[config.mk]
export PLATFORM = sky130hd
export DESIGN_NAME = fcs_host
export DESIGN_NICKNAME = d
export VERILOG_FILES = /design/src/fcs_pkg.sv /design/src/fcs_host.sv
export SDC_FILE = /design/constraint.sdc
export NUM_CORES = 1
export LEC_CHECK = 0
export BUFFER_PORTS_ARGS = -buffer_cell sky130_fd_sc_hd__buf_4
export CAP_MARGIN = 20
export CORE_MARGIN = 2
export CORE_UTILIZATION = 50
export DETAILED_ROUTE_END_ITERATION = 10
export HOLD_SLACK_MARGIN = 0.03
export PLACE_DENSITY = 0.76
export SLEW_MARGIN = 5
export SYNTH_ARGS = -nofsm -noshare
export SYNTH_HDL_FRONTEND = slang
export SYNTH_SLANG_ARGS = --single-unit
[constraint.sdc]
create_clock -name clk_in -period 2.4 [get_ports clk_in]
set_clock_uncertainty 0.1 [all_clocks]
set_input_delay 0 -clock clk_in [delete_from_list [all_inputs] [get_ports clk_in]]
set_output_delay 0 -clock clk_in [all_outputs]
set_load 0.05 [all_outputs]
[src/fcs_pkg.sv]
// constants, offsets and carrier types of the flash command sequencer host
// How it works
// forced stop aborts the running command
// aborted program or erase counts one cycle
// forced stop resets core and status registers
// any command window read forces lock
// on timeout read window, then forced stop
// erased unprogrammed flash reads all ones
// load direction, start, end before check
// start and end ordered per direction bit
// inconsistent range flags error and locks
// blank check range stays in one area
// codes 71h then d0h start blank check
// ready flag and result bit report check
// first nonblank address goes to register
// trust blank check only after clean erase
// property program 32-byte units, ends d0h
// codes 47h then d0h erase property back
// valid-area flags select front sides
// incomplete update refuses switching steps
// check completion flag, then 87h d0h
// switch program 32-byte units, ends d0h
// check tag flags, then 89h d0h
// codes 83h then d0h update tag
// forced stop accepted whatever ready shows
// read mode rejects all but status clear
// command in lock sets illegal error
// last access not d0h is illegal
// ready clears on accept, sets on finish
package fcs_pkg;
	// device register map
	localparam logic [31:0] DEV_CMDWIN = 32'h0000_0000;
	localparam logic [31:0] DEV_SADDR  = 32'h0000_0004;
	localparam logic [31:0] DEV_EADDR  = 32'h0000_0008;
	localparam logic [31:0] DEV_BCCTL  = 32'h0000_000c;
	localparam logic [31:0] DEV_FSTAT  = 32'h0000_0010;
	localparam logic [31:0] DEV_ASTAT  = 32'h0000_0014;
	localparam logic [31:0] DEV_BCSTAT = 32'h0000_0018;
	localparam logic [31:0] DEV_PADDR  = 32'h0000_001c;
	localparam logic [31:0] DEV_ENTRY  = 32'h0000_0020;
	localparam logic [31:0] DEV_SWFLAG = 32'h0000_0024;
	localparam int RDY_BIT  = 15;
	localparam int DBF_BIT  = 10;
	localparam int LOCK_BIT = 4;
	localparam int BLANK_CHECK_RESULT_BIT_BIT = 0;
	localparam int AREA_PROGRAMMED_COMPLETION_FLAG_BIT = 0;
	localparam int TAG_LO   = 1;
	localparam int TAG_HI   = 4;
	localparam int AREA_SHIFT = 12;
	localparam logic [31:0] ENTRY_PE = 32'h0000_0080;
	localparam logic [31:0] ENTRY_RD = 32'h0000_0000;
	// command codes
	localparam logic [7:0] CODE_BCHK  = 8'h71;
	localparam logic [7:0] CODE_PERS  = 8'h47;
	localparam logic [7:0] CODE_SWERS = 8'h87;
	localparam logic [7:0] CODE_TAGER = 8'h89;
	localparam logic [7:0] CODE_TAGUP = 8'h83;
	localparam logic [7:0] CODE_FINAL = 8'hd0;
	localparam logic [7:0] CODE_FSTOP = 8'hf0;
	localparam logic [7:0] CODE_PPRG  = 8'he0;
	localparam logic [7:0] CODE_SWPRG = 8'he1;
	localparam logic [7:0] PRG_WORDS  = 8'h08;
	localparam logic [2:0] LAST_IDX   = 3'h7;
	// own register map
	localparam logic [7:0] SW_CTRL  = 8'h00;
	localparam logic [7:0] SW_SADDR = 8'h04;
	localparam logic [7:0] SW_EADDR = 8'h08;
	localparam logic [7:0] SW_DIR   = 8'h0c;
	localparam logic [7:0] SW_STAT  = 8'h10;
	localparam logic [7:0] SW_PADDR = 8'h14;
	localparam logic [7:0] SW_DATA  = 8'h20;
	localparam int GO_BIT = 8;
	typedef enum logic [2:0] {OP_FSTOP, OP_BCHK, OP_PPRG, OP_PERS,
		OP_SWERS, OP_SWPRG, OP_TAGERS, OP_TAGUPD} fcs_op_type;
	typedef struct packed {
		logic        we;
		logic        re;
		logic [31:0] addr;
		logic [31:0] wdata;
	} fcs_dreq_type;
	typedef struct packed {
		logic        we;
		logic        re;
		logic [7:0]  addr;
		logic [31:0] wdata;
	} fcs_sreq_type;
endpackage : fcs_pkg

[src/fcs_host.sv]
// host controller that issues sequencer commands over the device register port
`timescale 1ns/100ps
module fcs_host #(
	parameter logic [19:0] POLL_LIMIT = 20'd100000
) (
	input  wire logic                  clk_in,       // 100 MHz clock
	input  wire logic                  reset_n_in,   // async reset, low
	input  wire fcs_pkg::fcs_sreq_type sw_req_in,    // software access
	output logic [31:0]                sw_rdata_out, // software read data
	output fcs_pkg::fcs_dreq_type      dev_req_out,  // device access
	input  wire logic [31:0]           dev_rdata_in  // device read data
);
	typedef enum {S_IDLE, S_ENTRY, S_SADDR, S_EADDR, S_DIR, S_CODE, S_CNT,
		S_DBF, S_DATA, S_FINAL, S_RD, S_RWAIT, S_RCHK, S_FSTOP, S_EXIT} fcs_st_type;
	typedef enum {K_AREA_PROGRAMMED_COMPLETION_FLAG, K_TAG, K_DBF, K_RDY, K_LOCK, K_BLANK_CHECK_RESULT_BIT, K_PADDR,
		K_NONE, K_STOP} fcs_ck_type;

	fcs_st_type            st_q, st_d;
	fcs_ck_type            ck_q, ck_d;
	fcs_pkg::fcs_op_type   op_q, op_d;
	fcs_pkg::fcs_dreq_type req_q, req_d;
	logic [2:0]            idx_q, idx_d;
	logic [19:0]           cnt_q, cnt_d;
	logic                  done_q, done_d;
	logic                  ref_q, ref_d;
	logic                  tmo_q, tmo_d;
	logic                  lck_q, lck_d;
	logic                  nbl_q, nbl_d;
	logic                  chk_q, chk_d;
	logic [2:0]            set_q, set_d;
	logic [31:0]           pa_q, pa_d;
	logic [31:0]           sa_q, sa_d;
	logic [31:0]           ea_q, ea_d;
	logic                  dir_q, dir_d;
	logic [31:0]           dat_q [8];
	logic [31:0]           dat_d [8];
	logic [31:0]           rd_q, rd_d;
	logic                  busy;
	logic                  go;

	function automatic fcs_pkg::fcs_dreq_type wr(input logic [31:0] a, input logic [31:0] d);
		fcs_pkg::fcs_dreq_type r;
		r.we = 1'b1;
		r.re = 1'b0;
		r.addr = a;
		r.wdata = d;
		return r;
	endfunction : wr

	function automatic fcs_pkg::fcs_dreq_type rd(input logic [31:0] a);
		fcs_pkg::fcs_dreq_type r;
		r.we = 1'b0;
		r.re = 1'b1;
		r.addr = a;
		r.wdata = '0;
		return r;
	endfunction : rd

	function automatic logic [31:0] cmd(input logic [7:0] c);
		return {24'h000000, c};
	endfunction : cmd

	function automatic logic [7:0] code_of(input fcs_pkg::fcs_op_type o);
		unique case (o)
			fcs_pkg::OP_BCHK:   return fcs_pkg::CODE_BCHK;
			fcs_pkg::OP_PPRG:   return fcs_pkg::CODE_PPRG;
			fcs_pkg::OP_PERS:   return fcs_pkg::CODE_PERS;
			fcs_pkg::OP_SWERS:  return fcs_pkg::CODE_SWERS;
			fcs_pkg::OP_SWPRG:  return fcs_pkg::CODE_SWPRG;
			fcs_pkg::OP_TAGERS: return fcs_pkg::CODE_TAGER;
			fcs_pkg::OP_TAGUPD: return fcs_pkg::CODE_TAGUP;
			fcs_pkg::OP_FSTOP:  return fcs_pkg::CODE_FSTOP;
		endcase
	endfunction : code_of

	function automatic logic [31:0] ck_addr(input fcs_ck_type k);
		unique case (k)
			K_AREA_PROGRAMMED_COMPLETION_FLAG, K_TAG:       return fcs_pkg::DEV_SWFLAG;
			K_DBF, K_RDY, K_STOP: return fcs_pkg::DEV_FSTAT;
			K_LOCK:              return fcs_pkg::DEV_ASTAT;
			K_BLANK_CHECK_RESULT_BIT:              return fcs_pkg::DEV_BCSTAT;
			K_PADDR:             return fcs_pkg::DEV_PADDR;
			K_NONE:              return fcs_pkg::DEV_CMDWIN;
		endcase
	endfunction : ck_addr

	function automatic logic dir_ok(input logic [31:0] s, input logic [31:0] e, input logic d);
		return d ? (s >= e) : (s <= e);
	endfunction : dir_ok

	function automatic logic area_ok(input logic [31:0] s, input logic [31:0] e);
		return (s >> fcs_pkg::AREA_SHIFT) == (e >> fcs_pkg::AREA_SHIFT);
	endfunction : area_ok

	function automatic logic is_prg(input fcs_pkg::fcs_op_type o);
		return o == fcs_pkg::OP_PPRG || o == fcs_pkg::OP_SWPRG;
	endfunction : is_prg

	assign busy = st_q != S_IDLE;
	assign go = sw_req_in.we && sw_req_in.addr == fcs_pkg::SW_CTRL && sw_req_in.wdata[fcs_pkg::GO_BIT] && !busy;
	assign dev_req_out = req_q;
	assign sw_rdata_out = rd_q;

	// software side: command setup and read back
	always_comb begin
		sa_d = sa_q;
		ea_d = ea_q;
		dir_d = dir_q;
		dat_d = dat_q;
		rd_d = '0;
		if (sw_req_in.we && !busy) begin
			if (sw_req_in.addr == fcs_pkg::SW_SADDR) sa_d = sw_req_in.wdata;
			if (sw_req_in.addr == fcs_pkg::SW_EADDR) ea_d = sw_req_in.wdata;
			if (sw_req_in.addr == fcs_pkg::SW_DIR) dir_d = sw_req_in.wdata[0];
			if (sw_req_in.addr[7:5] == fcs_pkg::SW_DATA[7:5]) dat_d[sw_req_in.addr[4:2]] = sw_req_in.wdata;
		end
		if (sw_req_in.re) begin
			unique case (sw_req_in.addr)
				fcs_pkg::SW_SADDR: rd_d = sa_q;
				fcs_pkg::SW_EADDR: rd_d = ea_q;
				fcs_pkg::SW_DIR:   rd_d = {31'h00000000, dir_q};
				fcs_pkg::SW_STAT:  rd_d = {26'h0000000, nbl_q, lck_q, tmo_q, ref_q, done_q, busy};
				fcs_pkg::SW_PADDR: rd_d = pa_q;
				default:           rd_d = '0;
			endcase
		end
	end

	always_ff @(posedge clk_in or negedge reset_n_in) begin
		if (!reset_n_in) begin
			sa_q <= '0;
			ea_q <= '0;
			dir_q <= 1'b0;
			dat_q <= '{default: '0};
			rd_q <= '0;
		end else begin
			sa_q <= sa_d;
			ea_q <= ea_d;
			dir_q <= dir_d;
			dat_q <= dat_d;
			rd_q <= rd_d;
		end
	end

	// command sequencer
	always_comb begin
		st_d = st_q;
		ck_d = ck_q;
		op_d = op_q;
		idx_d = idx_q;
		cnt_d = cnt_q;
		done_d = done_q;
		ref_d = ref_q;
		tmo_d = tmo_q;
		lck_d = lck_q;
		nbl_d = nbl_q;
		chk_d = chk_q;
		set_d = set_q;
		pa_d = pa_q;
		req_d = '0;
		unique case (st_q)
			S_IDLE: begin
				cnt_d = '0;
				if (go) begin
					op_d = fcs_pkg::fcs_op_type'(sw_req_in.wdata[2:0]);
					{done_d, ref_d, tmo_d, lck_d, nbl_d, chk_d} = '0;
					set_d = '0;
					if (op_d == fcs_pkg::OP_BCHK && !(dir_ok(sa_q, ea_q, dir_q) && area_ok(sa_q, ea_q))) begin
						ref_d = 1'b1;
						done_d = 1'b1;
					end else if (op_d == fcs_pkg::OP_SWERS) begin
						ck_d = K_AREA_PROGRAMMED_COMPLETION_FLAG;
						st_d = S_RD;
					end else if (op_d == fcs_pkg::OP_TAGERS) begin
						ck_d = K_TAG;
						st_d = S_RD;
					end else begin
						st_d = S_ENTRY;
					end
				end
			end
			S_ENTRY: begin
				req_d = wr(fcs_pkg::DEV_ENTRY, fcs_pkg::ENTRY_PE);
				st_d = op_q == fcs_pkg::OP_FSTOP ? S_FSTOP : S_SADDR;
			end
			S_SADDR: begin
				req_d = wr(fcs_pkg::DEV_SADDR, sa_q);
				set_d[0] = 1'b1;
				st_d = op_q == fcs_pkg::OP_BCHK ? S_EADDR : S_CODE;
			end
			S_EADDR: begin
				req_d = wr(fcs_pkg::DEV_EADDR, ea_q);
				set_d[1] = 1'b1;
				st_d = S_DIR;
			end
			S_DIR: begin
				req_d = wr(fcs_pkg::DEV_BCCTL, {31'h00000000, dir_q});
				set_d[2] = 1'b1;
				st_d = S_CODE;
			end
			S_CODE: begin
				req_d = wr(fcs_pkg::DEV_CMDWIN, cmd(code_of(op_q)));
				st_d = is_prg(op_q) ? S_CNT : S_FINAL;
			end
			S_CNT: begin
				req_d = wr(fcs_pkg::DEV_CMDWIN, cmd(fcs_pkg::PRG_WORDS));
				idx_d = '0;
				st_d = S_DBF;
			end
			S_DBF: begin
				ck_d = K_DBF;
				st_d = S_RD;
			end
			S_DATA: begin
				req_d = wr(fcs_pkg::DEV_CMDWIN, dat_q[idx_q]);
				idx_d = idx_q + 3'h1;
				st_d = idx_q == fcs_pkg::LAST_IDX ? S_FINAL : S_DBF;
			end
			S_FINAL: begin
				req_d = wr(fcs_pkg::DEV_CMDWIN, cmd(fcs_pkg::CODE_FINAL));
				cnt_d = '0;
				ck_d = K_RDY;
				st_d = S_RD;
			end
			S_RD: begin
				req_d = rd(ck_addr(ck_q));
				st_d = S_RWAIT;
			end
			S_RWAIT: st_d = S_RCHK;
			S_RCHK: begin
				st_d = S_RD;
				unique case (ck_q)
					K_AREA_PROGRAMMED_COMPLETION_FLAG, K_TAG: begin
						if (ck_q == K_AREA_PROGRAMMED_COMPLETION_FLAG ? dev_rdata_in[fcs_pkg::AREA_PROGRAMMED_COMPLETION_FLAG_BIT]
								: &dev_rdata_in[fcs_pkg::TAG_HI:fcs_pkg::TAG_LO]) begin
							chk_d = 1'b1;
							st_d = S_ENTRY;
						end else begin
							ref_d = 1'b1;
							done_d = 1'b1;
							st_d = S_IDLE;
						end
					end
					K_DBF, K_RDY, K_STOP: begin
						if (ck_q == K_DBF ? !dev_rdata_in[fcs_pkg::DBF_BIT] : dev_rdata_in[fcs_pkg::RDY_BIT]) begin
							cnt_d = '0;
							unique case (ck_q)
								K_DBF: st_d = S_DATA;
								K_RDY: ck_d = K_LOCK;
								default: st_d = S_EXIT;
							endcase
						end else if (cnt_q == POLL_LIMIT) begin
							tmo_d = 1'b1;
							if (ck_q == K_STOP) begin
								st_d = S_EXIT;
							end else begin
								ck_d = K_NONE;
							end
						end else begin
							cnt_d = cnt_q + 20'h00001;
						end
					end
					K_LOCK: begin
						if (dev_rdata_in[fcs_pkg::LOCK_BIT]) begin
							lck_d = 1'b1;
							st_d = S_FSTOP;
						end else if (op_q == fcs_pkg::OP_BCHK) begin
							ck_d = K_BLANK_CHECK_RESULT_BIT;
						end else begin
							st_d = S_EXIT;
						end
					end
					K_BLANK_CHECK_RESULT_BIT: begin
						nbl_d = dev_rdata_in[fcs_pkg::BLANK_CHECK_RESULT_BIT_BIT];
						if (dev_rdata_in[fcs_pkg::BLANK_CHECK_RESULT_BIT_BIT]) begin
							ck_d = K_PADDR;
						end else begin
							st_d = S_EXIT;
						end
					end
					K_PADDR: begin
						pa_d = dev_rdata_in;
						st_d = S_EXIT;
					end
					K_NONE: st_d = S_FSTOP;
				endcase
			end
			S_FSTOP: begin
				req_d = wr(fcs_pkg::DEV_CMDWIN, cmd(fcs_pkg::CODE_FSTOP));
				cnt_d = '0;
				ck_d = K_STOP;
				st_d = S_RD;
			end
			S_EXIT: begin
				req_d = wr(fcs_pkg::DEV_ENTRY, fcs_pkg::ENTRY_RD);
				done_d = 1'b1;
				st_d = S_IDLE;
			end
		endcase
	end

	always_ff @(posedge clk_in or negedge reset_n_in) begin
		if (!reset_n_in) begin
			st_q <= S_IDLE;
			ck_q <= K_NONE;
			op_q <= fcs_pkg::OP_FSTOP;
			req_q <= '0;
			idx_q <= '0;
			cnt_q <= '0;
			done_q <= 1'b0;
			ref_q <= 1'b0;
			tmo_q <= 1'b0;
			lck_q <= 1'b0;
			nbl_q <= 1'b0;
			chk_q <= 1'b0;
			set_q <= '0;
			pa_q <= '0;
		end else begin
			st_q <= st_d;
			ck_q <= ck_d;
			op_q <= op_d;
			req_q <= req_d;
			idx_q <= idx_d;
			cnt_q <= cnt_d;
			done_q <= done_d;
			ref_q <= ref_d;
			tmo_q <= tmo_d;
			lck_q <= lck_d;
			nbl_q <= nbl_d;
			chk_q <= chk_d;
			set_q <= set_d;
			pa_q <= pa_d;
		end
	end
endmodule : fcs_host

==> out/qor.csv <==
metric,value,unit
synth_edf_count,0,
syn_avg_cell_area,12.8,um2
critical_path.max_stage_delay,560,ps
synth.most_common_cell,dfrtp_1,
syn2layout_area_growth,25.4,%
place_ws,-217,ps
crit_chain,"ha_4, nand4_1, or4_4, a311o_1, o211ai_1, o21ai_2, a311o_1",
switching_power,0.00787,W
start_kind,register,
die-area,45500,um2
grt_max_degree,87,
cp_top_family,compound AO/OA/AOI/OAI gates,
path_class,register to register,
wl,61700,um
crit_path_start,sa_q[26],
die_x,213,um
first_pass_iters,7,
grt_pass1_vias,16400,
rows,76,
cp-end-kind,register,
min_from,dev_rdata_in[30],
ir_drop,0.505,mV
pwr-share-seq,0.395,
cap_viol_max_count,0,
swShare,0.329,
violations,setup timing,
io_pins,174,
worst_pin_slew,822,ps
arrival,2940,ps
gr-total-overflow,0,
hold_viol,0,
slew_violations,0,
slowest_stage,or4_4,
antennaDiodeCount,0,
dp.cells,2498,
fmax,396,MHz
synthTopCellsByCount,"459 x dfrtp_1, 288 x mux2_2, 111 x o21ai_0",
port_buffers,145,
syn_area,21900,um2
globalplace.congestion,0.930,
pwr-share-clk,0.309,
finalNonFillerCells,2667,
grt_pass1_wl,93800,um
nets,2159,
p_comb_frac,0.296,
die_h,213,um
vias_per_cell,5.93,
wl_per_cell,23.1,um
start_util,0.507,
synth_cell_type_count,74,
crit_top_cell,a311o_1,
via_count,15800,
drive_gt1_frac,0.409,
power_density,870,nW/um2
min_path_type,primary input to register,
core,43200,um2
yosys_warnings,0,
reg2reg_from,sa_q[26],
first_iter_violations,1915,
htree_levels,2,
critPathMaxFanout,4,
cts_buffers,48,
status,"complete, but fails checks",
p_int,0.0160,W
synth_area_leaders,"dfrtp_1 52%, mux2_2 15%, mux4_2 6.6%",
synth_top_area_frac,0.525,
p_leak,12.8,nW
yosysSeqAreaShare,0.528,
relSlewSlack,0.452,
track_usage,0.272,
antenna_found_initial,2,
clkTransAtPathRegs,60,ps
synth_ff_type,dfrtp_1,
cts_tree,yes,
root_buffer,clkbuf_16,
grt_setup_unrepaired,yes,
clkSinkCount,462,
antenna_left,0,
period_needed,2530,ps
min_period_over_period,1.05,
setup_viol,4,
insertion_delay,600,ps
netlist_instances,1715,
setup_ws,-126,ps
path_buf_inv,0,
async_reset_ff_frac,1.00,
ys_ff_latch,462,
synth_area_leader_cell,dfrtp_1,
hpwl,39900,um
drc,0,
worst_ep_required_time,2810,ps
cts_buffer_depth,3,
==> stage by stage <==
stage | hold WS (ps) | power, W | cell area (um2) | util | TNS [ps]
after global placement | -2.63 | 0.0162 | 24900 | 0.576 | -199
after floorplan | -396 | 0.0137 | 22000 | - | 0
after CTS | 64.4 | 0.0238 | 27200 | 0.630 | -267
after detailed placement | 13.6 | 0.0163 | 24900 | 0.576 | -1880
after global routing | 87.7 | 0.0249 | 27500 | 0.636 | -2360
final | 93.1 | 0.0239 | 27500 | 0.636 | -245
==> power groups by stage <==
stage                     logic [W]  clock network, W  registers (W)
after floorplan             0.00371                 0        0.00999
after global placement      0.00671                 0        0.00946
after detailed placement    0.00680                 0        0.00953
after CTS                   0.00697           0.00746        0.00942
after global routing        0.00753           0.00781        0.00955
final                       0.00708           0.00737        0.00944
==> layout make-up <==
class | count | area [um2]
inverters | 51 | 191
multi-input cells | 1071 | 9740
repair buffers | 409 | 3650
flip-flops and latches | 462 | 11600
fillers | 3153 | 15700
clock buffers | 70 | 1370
well taps | 585 | 732
clock inverters | 19 | 195
==> worst paths after layout <==
path,to,slack [ps],cells after the start
worst max-delay path,ck_q[0],-130,7
worst min-delay path,pa_q[30],90,3
worst max register to register,ck_q[0],-130,7
worst min register to register,dat_q[223],390,1
max in group asynchronous,ck_q[0],940,4
min in group asynchronous,dat_q[137],480,3
==> worst reg2reg max path, stage by stage (launching register included) <==
cell and delay (ps):
dfrtp_1 410, ha_4 280, nand4_1 170, or4_4 560, a311o_1 280, o211ai_1 130
o21ai_2 130, a311o_1 360
==> cells by family after synthesis <==
family	synth area share
DFF	0.528
xor gates and xnor gates	0.00160
adders and majority gates	0.0229
and+or+nand+nor	0.0608
buffers and inverters	0.0446
muxes	0.254
other	0.000171
AOI/OAI and AO/OA	0.0874
==> flip-flops by register name (all words and copies together), names as in the netlist, 3 cells and up <==
| register | cells |
|---|---|
| cnt_q | 20 |
| sw_rdata_out | 32 |
| ck_q | 4 |
| st_q | 4 |
| dev_req_out | 38 |
| idx_q | 3 |
| op_q | 3 |
| pa_q | 32 |
| sa_q | 32 |
| ea_q | 32 |
| dat_q | 256 |
==> timing repair <==
item / 4_1_cts / 5_1_grt
hold endpoints to repair: 828 / 8
endpoints found under the setup margin: 40 / 54
pin swaps: 11 / 14
gates cloned: 0 / 2
hold buffers: 72 / 3
buffers inserted: 1 / 3
gates resized for setup: 10 / 25
==> layer usage <==
metal / GRT usage / part of all wire
met3: 0.0528 / 0.073
met4: 0.0970 / 0.038
met2: 0.440 / 0.47
met1: 0.368 / 0.41
met5: 0 / 0.00021
==> layout by cell type, fill, tap and decap left out, types with 29 or more instances in the layout <==
master / netlist / routed
a21oi_1: 55 / 55
a222oi_1: 29 / 29
a22oi_1: 37 / 36
buf_12: 0 / 29
buf_4: 31 / 303
clkbuf_16: 0 / 49
dfrtp_1: 459 / 456
dlygate4sd3_1: 0 / 74
ha_1: 40 / 31
inv_1: 49 / 45
mux2_2: 288 / 288
mux2_4: 30 / 30
mux2i_1: 37 / 37
mux4_2: 64 / 64
nand2_1: 90 / 90
nor2_1: 82 / 72
o21ai_0: 111 / 108
Power figures use the tool's default switching activity.
